$ cat src/verilog/id_comm_flag_bank_defines.vh
// Offsets, field positions, reset values and timing counts of the flag bank.
// Included by the design file only; holds definitions and nothing else.
`ifndef ID_COMM_FLAG_BANK_DEFINES_VH
`define ID_COMM_FLAG_BANK_DEFINES_VH

// Register indices; byte address is four times the index
`define IDX_CONTROL 8'he8
`define IDX_STATUS 8'he9
`define IDX_RESULT 8'hea
`define IDX_CONFIG 8'hf0
`define IDX_IRQ_STAT 8'hf1
`define IDX_IRQ_MASK 8'hf2

// Control word fields
`define CTL_CANCEL 0
`define CTL_FLAG_RST 1
`define CTL_TEST 8
`define CTL_TEST_WR 9
`define CTL_LOG_CLR 10
`define CTL_STAT_CLR 11
`define CTL_WMASK 16'h0f03

// Status word fields
`define ST_READY 0
`define ST_DONE 1
`define ST_ERR 2
`define ST_BATT 6
`define ST_CHECK 7
`define ST_ERR_LO 8
`define ST_ERR_HI 13
`define ST_KEEP_READY 16'h0001

// Result and status word values
`define RES_BUSY 16'hffff
`define RES_CLEAR 16'h0000
`define STAT_BUSY 16'h0000

// Config register fields: operating mode and refresh method
`define CFG_MODE_LO 0
`define CFG_MODE_HI 1
`define CFG_REFRESH 4
`define MODE_PROGRAM 2'h0
`define MODE_MONITOR 2'h1
`define MODE_RUN 2'h2
`define CFG_RESET 8'h00

// Interrupt status bits
`define IRQ_DONE 0
`define IRQ_CANCEL 1
`define IRQ_ERROR 2
`define IRQ_BITS 3

// Scan period and its cycle count at the system clock
`define CLK_MHZ 10
`define SCAN_US 100
`define SCAN_CYCLES (`SCAN_US * `CLK_MHZ)
// Last count of the scan divider, one less than the scan length
`define SCAN_LAST 10'h3e7

`endif

$ cat src/verilog/id_comm_flag_bank.v
// Control, status and result word bank of the identification-link unit,
// with an Avalon-MM slave, a scan divider and a level interrupt.
// Assumes the link engine runs on sys_clk_i and gives one-cycle pulses.
//
// How it works
// (RULE_01) Cancel bit aborts a pending automatic read or write, RUN mode only.
// (RULE_02) Flag reset clears all status flags but ready, and both result codes.
// (RULE_03) Test bit runs a test in PROGRAM mode; bit 09 picks write or read.
// (RULE_04) Log clear bits act in RUN or PROGRAM and drop back to zero alone.
// (RULE_05) Ready drops when an instruction runs and rises on its completion.
// (RULE_06) Completion flag sets as soon as carrier communication finishes.
// (RULE_07) General error bit is the OR of error flags 08 to 13.
// (RULE_08) Bit 06 shows low carrier battery, bit 07 a carrier check error.
// (RULE_09) Error flags set on detection, clear on flag reset or next instruction.
// (RULE_10) Result holds error code and instruction code; reads FFFF while busy.
// (RULE_11) Control word is sampled once per scan, at the overseeing phase.
// (RULE_12) Visible words refresh each scan or at completion, by setting.
// (RULE_13) Issue with no general error forces status 0000, result FFFF; blocks more.
// (RULE_14) Flag reset at completion: one normal update, then clear next scan.
// (RULE_15) After cancel, ready is set and status bits 01 to 15 are clear.
// (RULE_16) Cancel after the carrier is detected is ignored.
// (RULE_17) Software raises cancel only while ready is clear.
// (RULE_18) A cancelled transfer leaves its destination data untouched.
// (RULE_19) Reserved bits read as zero and ignore writes.
//
// The implementer's own choice: the Avalon-MM interface to the registers.
`timescale 1ns/1ps
`include "id_comm_flag_bank_defines.vh"

module id_comm_flag_bank (
   // Clock and reset
   input wire sys_clk_i,
   input wire arst_n_i,
   // Avalon-MM slave, byte address
   input wire [9:0] avs_address_i,
   input wire avs_read_i,
   input wire avs_write_i,
   input wire [31:0] avs_writedata_i,
   output reg [31:0] avs_readdata_o,
   output wire avs_waitrequest_o,
   // Link engine requests and results
   input wire cmd_issue_i,
   input wire [3:0] cmd_code_i,
   input wire cmd_auto_i,
   input wire carrier_found_i,
   input wire comm_done_i,
   input wire [5:0] comm_err_i,
   input wire [7:0] comm_err_code_i,
   input wire batt_low_i,
   input wire check_err_i,
   input wire general_error_flag_i,
   // Link engine controls
   output wire cmd_ready_o,
   output reg auto_cancel_o,
   output reg dest_commit_o,
   output reg test_run_o,
   output reg test_write_o,
   output reg log_clear_o,
   output reg stat_log_clear_o,
   output reg scan_tick_o,
   // Interrupt
   output wire irq_o
);

   localparam [2:0] ST_IDLE = 3'b001;
   localparam [2:0] ST_WAIT = 3'b010;
   localparam [2:0] ST_COMM = 3'b100;

   reg [15:0] ctrl_r;
   reg [7:0] cfg_r;
   reg [`IRQ_BITS-1:0] irq_stat_r;
   reg [`IRQ_BITS-1:0] irq_mask_r;
   reg [15:0] live_stat_r;
   reg [15:0] live_res_r;
   reg [15:0] vis_stat_r;
   reg [15:0] vis_res_r;
   reg [2:0] state_r;
   reg [3:0] cmd_r;
   reg fr_hold_r;
   reg ack_r;
   reg [9:0] scan_cnt_r;
   reg [15:0] done_stat_nxt;
   reg [15:0] done_res_nxt;
   reg [`IRQ_BITS-1:0] irq_evt;

   wire [1:0] mode = cfg_r[`CFG_MODE_HI:`CFG_MODE_LO];
   wire refresh_irq = cfg_r[`CFG_REFRESH];
   wire mode_run = (mode == `MODE_RUN);
   wire mode_prog = (mode == `MODE_PROGRAM);
   wire bus_req = avs_read_i | avs_write_i;
   wire wr_go = avs_write_i & ~ack_r;

   wire take_issue = cmd_issue_i & (state_r == ST_IDLE);
   // Control word is acted on as ctrl_r stands during the overseeing phase tick
   wire cancel_go = scan_tick_o & ctrl_r[`CTL_CANCEL] & mode_run & (state_r == ST_WAIT); // see RULE_01, RULE_16
   wire done_go = comm_done_i & (state_r == ST_COMM);
   wire flag_rst = scan_tick_o & ctrl_r[`CTL_FLAG_RST];

   function hit;
      input [9:0] addr;
      input [7:0] idx;
      begin
         hit = (addr[9:2] == idx);
      end
   endfunction

   // Status and result packed at the end of a transfer
   always @* begin
      done_stat_nxt = 16'h0000;
      done_stat_nxt[`ST_READY] = 1'b1; // see RULE_05
      done_stat_nxt[`ST_DONE] = 1'b1; // see RULE_06
      done_stat_nxt[`ST_ERR_HI:`ST_ERR_LO] = comm_err_i; // see RULE_09
      done_stat_nxt[`ST_ERR] = |comm_err_i; // see RULE_07
      done_stat_nxt[`ST_BATT] = batt_low_i; // see RULE_08
      done_stat_nxt[`ST_CHECK] = check_err_i; // see RULE_08
      done_res_nxt = {4'h0, cmd_r, (|comm_err_i) ? comm_err_code_i : 8'h00}; // see RULE_10
   end

   always @* begin
      irq_evt = {`IRQ_BITS{1'b0}};
      irq_evt[`IRQ_DONE] = done_go;
      irq_evt[`IRQ_CANCEL] = cancel_go;
      irq_evt[`IRQ_ERROR] = done_go & (|comm_err_i);
   end

   assign cmd_ready_o = (state_r == ST_IDLE) & ~cmd_issue_i; // see RULE_13
   assign avs_waitrequest_o = bus_req & ~ack_r;
   assign irq_o = |(irq_stat_r & irq_mask_r);

   // Scan divider; the tick marks the overseeing phase
   always @(posedge sys_clk_i or negedge arst_n_i) begin
      if (!arst_n_i) begin
         scan_cnt_r <= 10'h000;
         scan_tick_o <= 1'b0;
      end else if (scan_cnt_r == `SCAN_LAST) begin
         scan_cnt_r <= 10'h000;
         scan_tick_o <= 1'b1;
      end else begin
         scan_cnt_r <= scan_cnt_r + 10'h001;
         scan_tick_o <= 1'b0;
      end
   end

   // Bus slave: one wait cycle, read data registered before release
   always @(posedge sys_clk_i or negedge arst_n_i) begin
      if (!arst_n_i) begin
         ack_r <= 1'b0;
         avs_readdata_o <= 32'h0000_0000;
      end else begin
         ack_r <= bus_req & ~ack_r;
         if (avs_read_i & ~ack_r) begin
            if (hit(avs_address_i, `IDX_CONTROL))
               avs_readdata_o <= {16'h0000, ctrl_r};
            else if (hit(avs_address_i, `IDX_STATUS))
               avs_readdata_o <= {16'h0000, vis_stat_r};
            else if (hit(avs_address_i, `IDX_RESULT))
               avs_readdata_o <= {16'h0000, vis_res_r};
            else if (hit(avs_address_i, `IDX_CONFIG))
               avs_readdata_o <= {24'h000000, cfg_r};
            else if (hit(avs_address_i, `IDX_IRQ_STAT))
               avs_readdata_o <= {29'h0, irq_stat_r};
            else if (hit(avs_address_i, `IDX_IRQ_MASK))
               avs_readdata_o <= {29'h0, irq_mask_r};
            else
               avs_readdata_o <= 32'h0000_0000;
         end
      end
   end

   // Software registers; a write lands on the edge that samples waitrequest low
   always @(posedge sys_clk_i or negedge arst_n_i) begin
      if (!arst_n_i) begin
         ctrl_r <= 16'h0000;
         cfg_r <= `CFG_RESET;
         irq_mask_r <= {`IRQ_BITS{1'b0}};
         irq_stat_r <= {`IRQ_BITS{1'b0}};
      end else begin
         // Log clear bits are consumed at the sample and fall back alone
         if (scan_tick_o) begin
            ctrl_r[`CTL_LOG_CLR] <= 1'b0; // see RULE_04
            ctrl_r[`CTL_STAT_CLR] <= 1'b0; // see RULE_04
         end
         if (ack_r & avs_write_i & hit(avs_address_i, `IDX_CONTROL))
            ctrl_r <= avs_writedata_i[15:0] & `CTL_WMASK; // see RULE_19
         if (ack_r & avs_write_i & hit(avs_address_i, `IDX_CONFIG))
            cfg_r <= avs_writedata_i[7:0] & 8'h13;
         if (ack_r & avs_write_i & hit(avs_address_i, `IDX_IRQ_MASK))
            irq_mask_r <= avs_writedata_i[`IRQ_BITS-1:0];
         // New events win over a same-cycle clear
         if (ack_r & avs_write_i & hit(avs_address_i, `IDX_IRQ_STAT))
            irq_stat_r <= (irq_stat_r & ~avs_writedata_i[`IRQ_BITS-1:0]) | irq_evt;
         else
            irq_stat_r <= irq_stat_r | irq_evt;
      end
   end

   // Scan-sampled control actions
   always @(posedge sys_clk_i or negedge arst_n_i) begin
      if (!arst_n_i) begin
         test_run_o <= 1'b0;
         test_write_o <= 1'b0;
         log_clear_o <= 1'b0;
         stat_log_clear_o <= 1'b0;
      end else begin
         log_clear_o <= 1'b0;
         stat_log_clear_o <= 1'b0;
         if (scan_tick_o) begin
            test_run_o <= ctrl_r[`CTL_TEST] & mode_prog; // see RULE_03, RULE_11
            test_write_o <= ctrl_r[`CTL_TEST_WR]; // see RULE_03
            log_clear_o <= ctrl_r[`CTL_LOG_CLR] & (mode_run | mode_prog); // see RULE_04
            stat_log_clear_o <= ctrl_r[`CTL_STAT_CLR] & (mode_run | mode_prog); // see RULE_04
         end else if (!mode_prog) begin
            test_run_o <= 1'b0;
         end
      end
   end

   // Transfer sequencing, live words and the words software sees
   always @(posedge sys_clk_i or negedge arst_n_i) begin
      if (!arst_n_i) begin
         state_r <= ST_IDLE;
         cmd_r <= 4'h0;
         live_stat_r <= `ST_KEEP_READY;
         live_res_r <= `RES_CLEAR;
         vis_stat_r <= `ST_KEEP_READY;
         vis_res_r <= `RES_CLEAR;
         fr_hold_r <= 1'b0;
         auto_cancel_o <= 1'b0;
         dest_commit_o <= 1'b0;
      end else begin
         auto_cancel_o <= 1'b0;
         dest_commit_o <= 1'b0;
         case (state_r)
            ST_IDLE: begin
               if (take_issue) begin
                  state_r <= cmd_auto_i ? ST_WAIT : ST_COMM;
                  cmd_r <= cmd_code_i;
                  live_stat_r <= `STAT_BUSY; // see RULE_05, RULE_07, RULE_09
                  live_res_r <= `RES_BUSY; // see RULE_10
                  fr_hold_r <= 1'b0;
                  if (!general_error_flag_i) begin
                     vis_stat_r <= `STAT_BUSY; // see RULE_13
                     vis_res_r <= `RES_BUSY; // see RULE_13
                  end
               end else if (flag_rst & ~fr_hold_r) begin
                  live_stat_r <= live_stat_r & `ST_KEEP_READY; // see RULE_02
                  live_res_r <= `RES_CLEAR; // see RULE_02
                  vis_stat_r <= vis_stat_r & `ST_KEEP_READY; // see RULE_02, RULE_14
                  vis_res_r <= `RES_CLEAR; // see RULE_02
               end else if (scan_tick_o & (~refresh_irq | fr_hold_r)) begin
                  vis_stat_r <= live_stat_r; // see RULE_12, RULE_14
                  vis_res_r <= live_res_r;
                  fr_hold_r <= 1'b0;
               end
            end
            ST_WAIT: begin
               // Cancel only bites before the carrier is seen
               if (cancel_go) begin
                  state_r <= ST_IDLE;
                  auto_cancel_o <= 1'b1;
                  live_stat_r <= `ST_KEEP_READY; // see RULE_15
                  live_res_r <= `RES_CLEAR;
                  vis_stat_r <= `ST_KEEP_READY; // see RULE_15
                  vis_res_r <= `RES_CLEAR;
               end else if (carrier_found_i) begin
                  state_r <= ST_COMM; // see RULE_16
               end
               if (scan_tick_o & ~refresh_irq & ~cancel_go) begin
                  vis_stat_r <= live_stat_r;
                  vis_res_r <= live_res_r;
               end
            end
            ST_COMM: begin
               if (done_go) begin
                  state_r <= ST_IDLE;
                  dest_commit_o <= 1'b1; // see RULE_18
                  live_stat_r <= done_stat_nxt; // see RULE_05, RULE_06
                  live_res_r <= done_res_nxt; // see RULE_10
                  // With flag reset on and scan refresh set, the next scan shows one normal update first
                  fr_hold_r <= ctrl_r[`CTL_FLAG_RST] & ~refresh_irq; // see RULE_14
                  if (refresh_irq) begin
                     vis_stat_r <= done_stat_nxt; // see RULE_12
                     vis_res_r <= done_res_nxt;
                  end
               end else if (scan_tick_o & ~refresh_irq) begin
                  vis_stat_r <= live_stat_r;
                  vis_res_r <= live_res_r;
               end
            end
            default: begin
               state_r <= ST_IDLE;
            end
         endcase
      end
   end

endmodule // id_comm_flag_bank

$ cat config.mk
export PLATFORM = sky130hd
export DESIGN_NAME = id_comm_flag_bank
export DESIGN_NICKNAME = d
export VERILOG_FILES = /design/src/verilog/id_comm_flag_bank.v
export VERILOG_INCLUDE_DIRS = /design/src /design/src/verilog
export SDC_FILE = /design/constraint.sdc
export NUM_CORES = 1
export LEC_CHECK = 0
export BUFFER_PORTS_ARGS = -buffer_cell sky130_fd_sc_hd__buf_2
export CORE_AREA = 2 2 107 109
export DETAILED_ROUTE_END_ITERATION = 8
export DIE_AREA = 0 0 109 111
export PLACE_DENSITY = 0.78
export SLEW_MARGIN = 10
export SYNTH_ARGS = -nofsm -noshare
export SYNTH_HDL_FRONTEND = slang
export SYNTH_SLANG_ARGS = --single-unit
$ cat constraint.sdc
create_clock -name sys_clk_i -period 1.93 [get_ports sys_clk_i]
set_input_delay 0.0965 -clock sys_clk_i [delete_from_list [all_inputs] [get_ports sys_clk_i]]
set_output_delay 0.0965 -clock sys_clk_i [all_outputs]
set_load 0.01 [all_outputs]
# == Word-level counts from Yosys, hierarchy flattened ==
# Index checks and enable logic that the tools add are counted.
# op_classes
add_sub_neg,1
eq_ne,24
mux,59
n_bitwise,36
reduce_logical,13
# ops
cell,n
16-bit two-way mux,27
16-bit case mux with 3 select lines,4
8-bit equality test (second input constant),6
3-bit two-way mux,8
1-bit AND,23
1-bit two-way mux,13
12-bit two-way mux,1
3-bit by 2-bit != test with 1-bit output (second input constant),4
3-bit != test (second input constant),4
4-bit AND reduction,3
10-bit by 1-bit adder with 10-bit output (second input constant),1
10-bit equality test (second input constant),1
10-bit two-way mux,1
3-bit case mux with 3 select lines,1
8-bit two-way mux,1
2-bit != test (second input constant),4
7-bit AND reduction,1
3-bit AND,2
3-bit OR,2
6-bit AND reduction,1
6-bit OR reduction,1
5-bit two-way mux,1
1-bit inverter,5
4-bit by 2-bit != test with 1-bit output (second input constant),1
other kinds (14),17
# totals
regBits,137
word_cells,157

# == Depth between registers and ports, before layout ==
# logic_depth
ltp_word,7
ltp_mapped,9
ltp_nobuf,7

# == Worst setup path before layout ==
# No wires, ideal clock.
# synth_path
path_type,reg2reg
from,register state_r[0]
to,register vis_stat_r[0]
setup_ns,0.085
arrival_time_ns,1.904
t_required_ns,1.845
slack_ns,-0.059
path_stages_with_launch,7
path_buffers,1
period_less_slack_ns,1.989
path_cell_list,dfstp_2 -> buf_4 -> nand2b_1 -> a211oi_1 -> nor3_1 -> a2111oi_2 -> mux2_1
# synth_between
elab_chain_cells,6
elab_cells_between_ends,20
cone_classes,eq/ne: 9; mux: 4; bitwise: 5; reduce/logical: 2
# synth_lines
element,line_no,source
from (decl),id_comm_flag_bank.v:77,reg [2:0] state_r;
from (signal assigned),id_comm_flag_bank.v:236,state_r <= cmd_auto_i ? ST_WAIT : ST_COMM;
3-bit by 2-bit equality test with 1-bit output,"id_comm_flag_bank.v:95, id_comm_flag_bank.v:233",
1-bit AND,id_comm_flag_bank.v:95,wire cancel_go = scan_tick_o & ctrl_r[`CTL_CANCEL] & mode_run & (state_r == ST_WAIT);
1-bit inverter,id_comm_flag_bank.v:268,if (scan_tick_o & ~refresh_irq & ~cancel_go) begin
1-bit AND,id_comm_flag_bank.v:268,
3-bit by 2-bit != test with 1-bit output (no source line) or 16-bit two-way mux (tied branches),n/a,
7-bit AND reduction (no source line) or 16-bit case mux with 3 select lines (tied branches),n/a,
to (signal assigned),id_comm_flag_bank.v:263,vis_stat_r <= `ST_KEEP_READY;
to (signal assigned),id_comm_flag_bank.v:269,vis_stat_r <= live_stat_r;
to (signal assigned),id_comm_flag_bank.v:282,vis_stat_r <= done_stat_nxt;
to (decl),id_comm_flag_bank.v:75,reg [15:0] vis_stat_r;
# Parallel ways exist; a longest one is shown, timed or not.
# A chain may end at the register's enable or synchronous reset.

# == Final worst setup path ==
# layout_path
from,register state_r[0]
to,register vis_res_r[4]
# layout_between
elab_chain_cells,6
elab_cells_between_ends,19
cone_classes,eq/ne: 8; mux: 4; bitwise: 5; reduce/logical: 2
# layout_lines
element,line_no,source
3-bit by 2-bit equality test with 1-bit output,"id_comm_flag_bank.v:95, id_comm_flag_bank.v:233",
1-bit AND,id_comm_flag_bank.v:95,
1-bit inverter,id_comm_flag_bank.v:268,
1-bit AND,id_comm_flag_bank.v:268,
3-bit by 2-bit != test with 1-bit output (no source line) or 16-bit two-way mux (tied branches),n/a,
6-bit AND reduction (no source line) or 16-bit case mux with 3 select lines (tied branches),n/a,
to (signal assigned),id_comm_flag_bank.v:264,vis_res_r <= `RES_CLEAR;
to (signal assigned),id_comm_flag_bank.v:270,vis_res_r <= live_res_r;
to (signal assigned),id_comm_flag_bank.v:283,vis_res_r <= done_res_nxt;
to (decl),id_comm_flag_bank.v:76,reg [15:0] vis_res_r;
# Parallel ways exist; a longest one is shown, timed or not.

==> impl_metrics.yaml <==
power:
  power.leakage_nw: 3.12
  p_sw_frac: 0.352
  p_int_mw: 5.29
  power.switching_mw: 2.87
  seq_power_share: 0.390
  clock_power_share: 0.225
  combPwrFrac: 0.384
  ir_worst_vdd_v: 0.000666
  p_per_area_nw_per_um2: 1250
timing:
  skew_ps: 8.80
  finalSetupViolations: 2
  finalMaxSlewViolations: 0
  fmax_ghz: 0.509
  fin_ws_ps: -32.8
  fin_crit_sh: 1.02
  hold_viol_final: 0
  finalCriticalPeriod_ps: 1960
  rsz0062_at_grt: "yes"
setup_path:
  worstSetupPathType: "flop to flop"
  startpoint_type: "flop"
  crit_chain: "buf_4 > nor3b_4 > a22oi_1 > o32ai_4 > buf_12 > clkbuf_16 > o31ai_1"
  cpPeakStageDelay_ps: 590
  cp_max_fo: 8
  end_kind: "flop"
  r2r_slack_ps: -30
  cpMaxStageDelayCell: "dfstp_2"
  cp.arrival_ps: 2220
  worstPathRequired_ps: 2180
final_layout:
  final_cell_count_no_fill: 785
  fin_area_um2: 6550
  multi_input_area_um2: 2430
  syn2layout_area_growth_pct: 25.7
  nets: 710
  seq_area_um2: 2610
  diodes: 0
  layout-drive-gt1-share: 0.285
  final.fill_count: 909
global_routing:
  grt_pass1_wl_um: 21500
  grt_pass1_vias: 4304
  grt_max_degree: 47
  overflow: 0
  grt_use_total: 0.225
  antenna_found_initial: 0
logic_synthesis:
  synth_area_leaders: "dfrtp_1 (49%), nand2_1 (4.8%), a21oi_1 (3.7%)"
  synth-main-ff-cell: "dfrtp_1"
  async_flop_share: 1.00
  yosysTopAreaCell: "dfrtp_1"
  syn_inst: 517
  synth.most_common_cell: "dfrtp_1"
  ys_seq_area_frac: 0.500
  synth-edff-count: 0
  syn_area_um2: 5210
  yosys_register_bits: 104
  synth.distinct_cells: 63
  synth_top_area_frac: 0.485
  synth.avg_cell_area_um2: 10.1
  synth_top_cells_by_count: "dfrtp_1 (101), nand2_1 (66), a21oi_1 (38), nor2_1 (33), buf_4 (23)"
  yosys_warnings: 0
floorplan:
  die_y_um: 111
  core_um2: 11100
  start_util: 0.470
  rows: 39
  io_pins: 113
  die_area_um2: 12100
  die_w_um: 109
drt:
  dr.pass1.iters: 5
  vias: 4511
  drcViolationCount: 0
  detail-route-antenna-nets: 0
  wirelength_um: 13500
  post_drt_wl_per_cell_um: 17.3
  drt-vias-per-instance: 5.75
  drt-initial-drc-count: 479
placement:
  place.gp.congestion: 0.860
  place_inst: 747
  place_hpwl_um: 9290
  dpl_cell_area_um2: 5910
  io_buffers: 70
cts:
  clk_pin_slew_ps: 70
  ctsRootBufferMaster: "clkbuf_16"
  htreeDepth: 3
  cts_buffers: 9
  clk_latency_ps: 350
  cts_tree: "yes"
  cts.sinks: 104
  cts_buffer_depth: 2
job:
  max_cap_viol_count: 0
status:
  outcome: "finished with violations"
  failed_checks: "setup timing"
hold_path:
  hp-class: "input pin to flop"
## cells by family (layout without fill, tap and decap cells)
group | Yosys count | in the layout | share of synthesized area
compound gates | 152 | 152 | 0.199
xor+xnor | 7 | 7 | 0.0118
fa+ha+maj | 1 | 1 | 0.00240
buf+inv | 53 | 163 | 0.0576
flops | 104 | 104 | 0.500
mux | 31 | 31 | 0.0634
other cells | 1 | 16 | 0.000720
simple gates | 168 | 168 | 0.165
## worst max-delay path: cells and delay by family (launching register included)
kind                   cells  cell delay (ps)
AOI/OAI and AO/OA          3              740
buffers and inverters      3              460
DFF                        1              590
and+or+nand+nor            1               60
## placed cells by master, fill, tap and decap left out, drive strengths merged, types with 11 or more instances in the layout
cell type	instances
conb	16
nand2	66
o31ai	11
mux2	16
a21oi	39
o21ai	36
clkbuf	13
buf	120
inv	13
nor2	34
dlygate4sd3	15
dfrtp	101
mux2i	15
nand3	12
## what timing repair did
item / in CTS / in global routing
pin swaps: 0 / 4
cloned: 0 / 4
gates resized for setup: 1 / 18
buffers inserted: 0 / 4
endpoints found under the hold margin: 48 / 1
endpoints found under the setup margin: 1 / 43
hold buffers: 14 / 1
## per-stage QoR
step / hold slack, ps / TNS (ps) / power, mW / setup WS [ps] / utilization
5_1_grt: 4.23 / -450 / 8.61 / -60.9 / 0.591
6_report: 4.49 / -35.7 / 8.16 / -32.8 / 0.591
3_5_place_dp: 91.5 / -4.16 / 5.78 / -4.16 / 0.534
4_1_cts: 0.231 / 0 / 7.65 / 14.6 / 0.573
3_3_place_gp: 92.7 / 0 / 5.66 / 41.4 / 0.534
2_1_floorplan: -199 / -21.9 / 4.89 / -3.13 / -
## sequential cells by signal (all words and copies together) (netlist names)
| signal | flops |
|---|---|
| avs_readdata_o | 15 |
| live_res_r | 13 |
| scan_tick_o | 1 |
| auto_cancel_o | 1 |
| scan_cnt_r | 10 |
| cfg_r | 3 |
| log_clear_o | 1 |
| vis_stat_r | 11 |
| cmd_r | 4 |
| stat_log_clear_o | 1 |
| vis_res_r | 13 |
| test_write_o | 1 |
| irq_mask_r | 3 |
| fr_hold_r | 1 |
| live_stat_r | 11 |
| ctrl_r | 6 |
| test_run_o | 1 |
| irq_stat_r | 3 |
| ack_r | 1 |
| state_r | 3 |
| dest_commit_o | 1 |
## layout make-up
type                       count  area share
sequential                   104       0.398
multi-input combinational    375       0.372
timing repair buffer         137       0.151
clock buffer                  11      0.0371
tap                          143      0.0273
clock inverter                 4     0.00802
inverter                      11     0.00669
## power by group through the flow
stage | registers (mW) | logic (mW) | clock network [mW]
4_1_cts | 3.16 | 2.62 | 1.87
5_1_grt | 3.24 | 3.38 | 1.98
2_1_floorplan | 3.04 | 1.85 | 0
3_3_place_gp | 3.15 | 2.50 | 0
6_report | 3.19 | 3.14 | 1.84
3_5_place_dp | 3.19 | 2.59 | 0
## metal layers
layer / track usage / share of wire / up-vias
met5: 0 / 0 / -
met4: 0.0641 / 0.018 / 0
met3: 0.0406 / 0.070 / 23
met2: 0.352 / 0.48 / 196
met1: 0.322 / 0.44 / 2210
li1: - / - / 2082
## worst paths after layout
path	from	end	cells past startpoint
max	state_r[0]	vis_res_r[4]	7
min	comm_err_i[2]	live_stat_r[10]	2
max reg2reg	state_r[0]	vis_res_r[4]	7
min reg2reg	avs_readdata_o[6]	avs_readdata_o[6]	2
max in group asynchronous	arst_n_i	test_run_o	3
min in group asynchronous	arst_n_i	avs_readdata_o[11]	2
(Power assumes the default switching activity.)
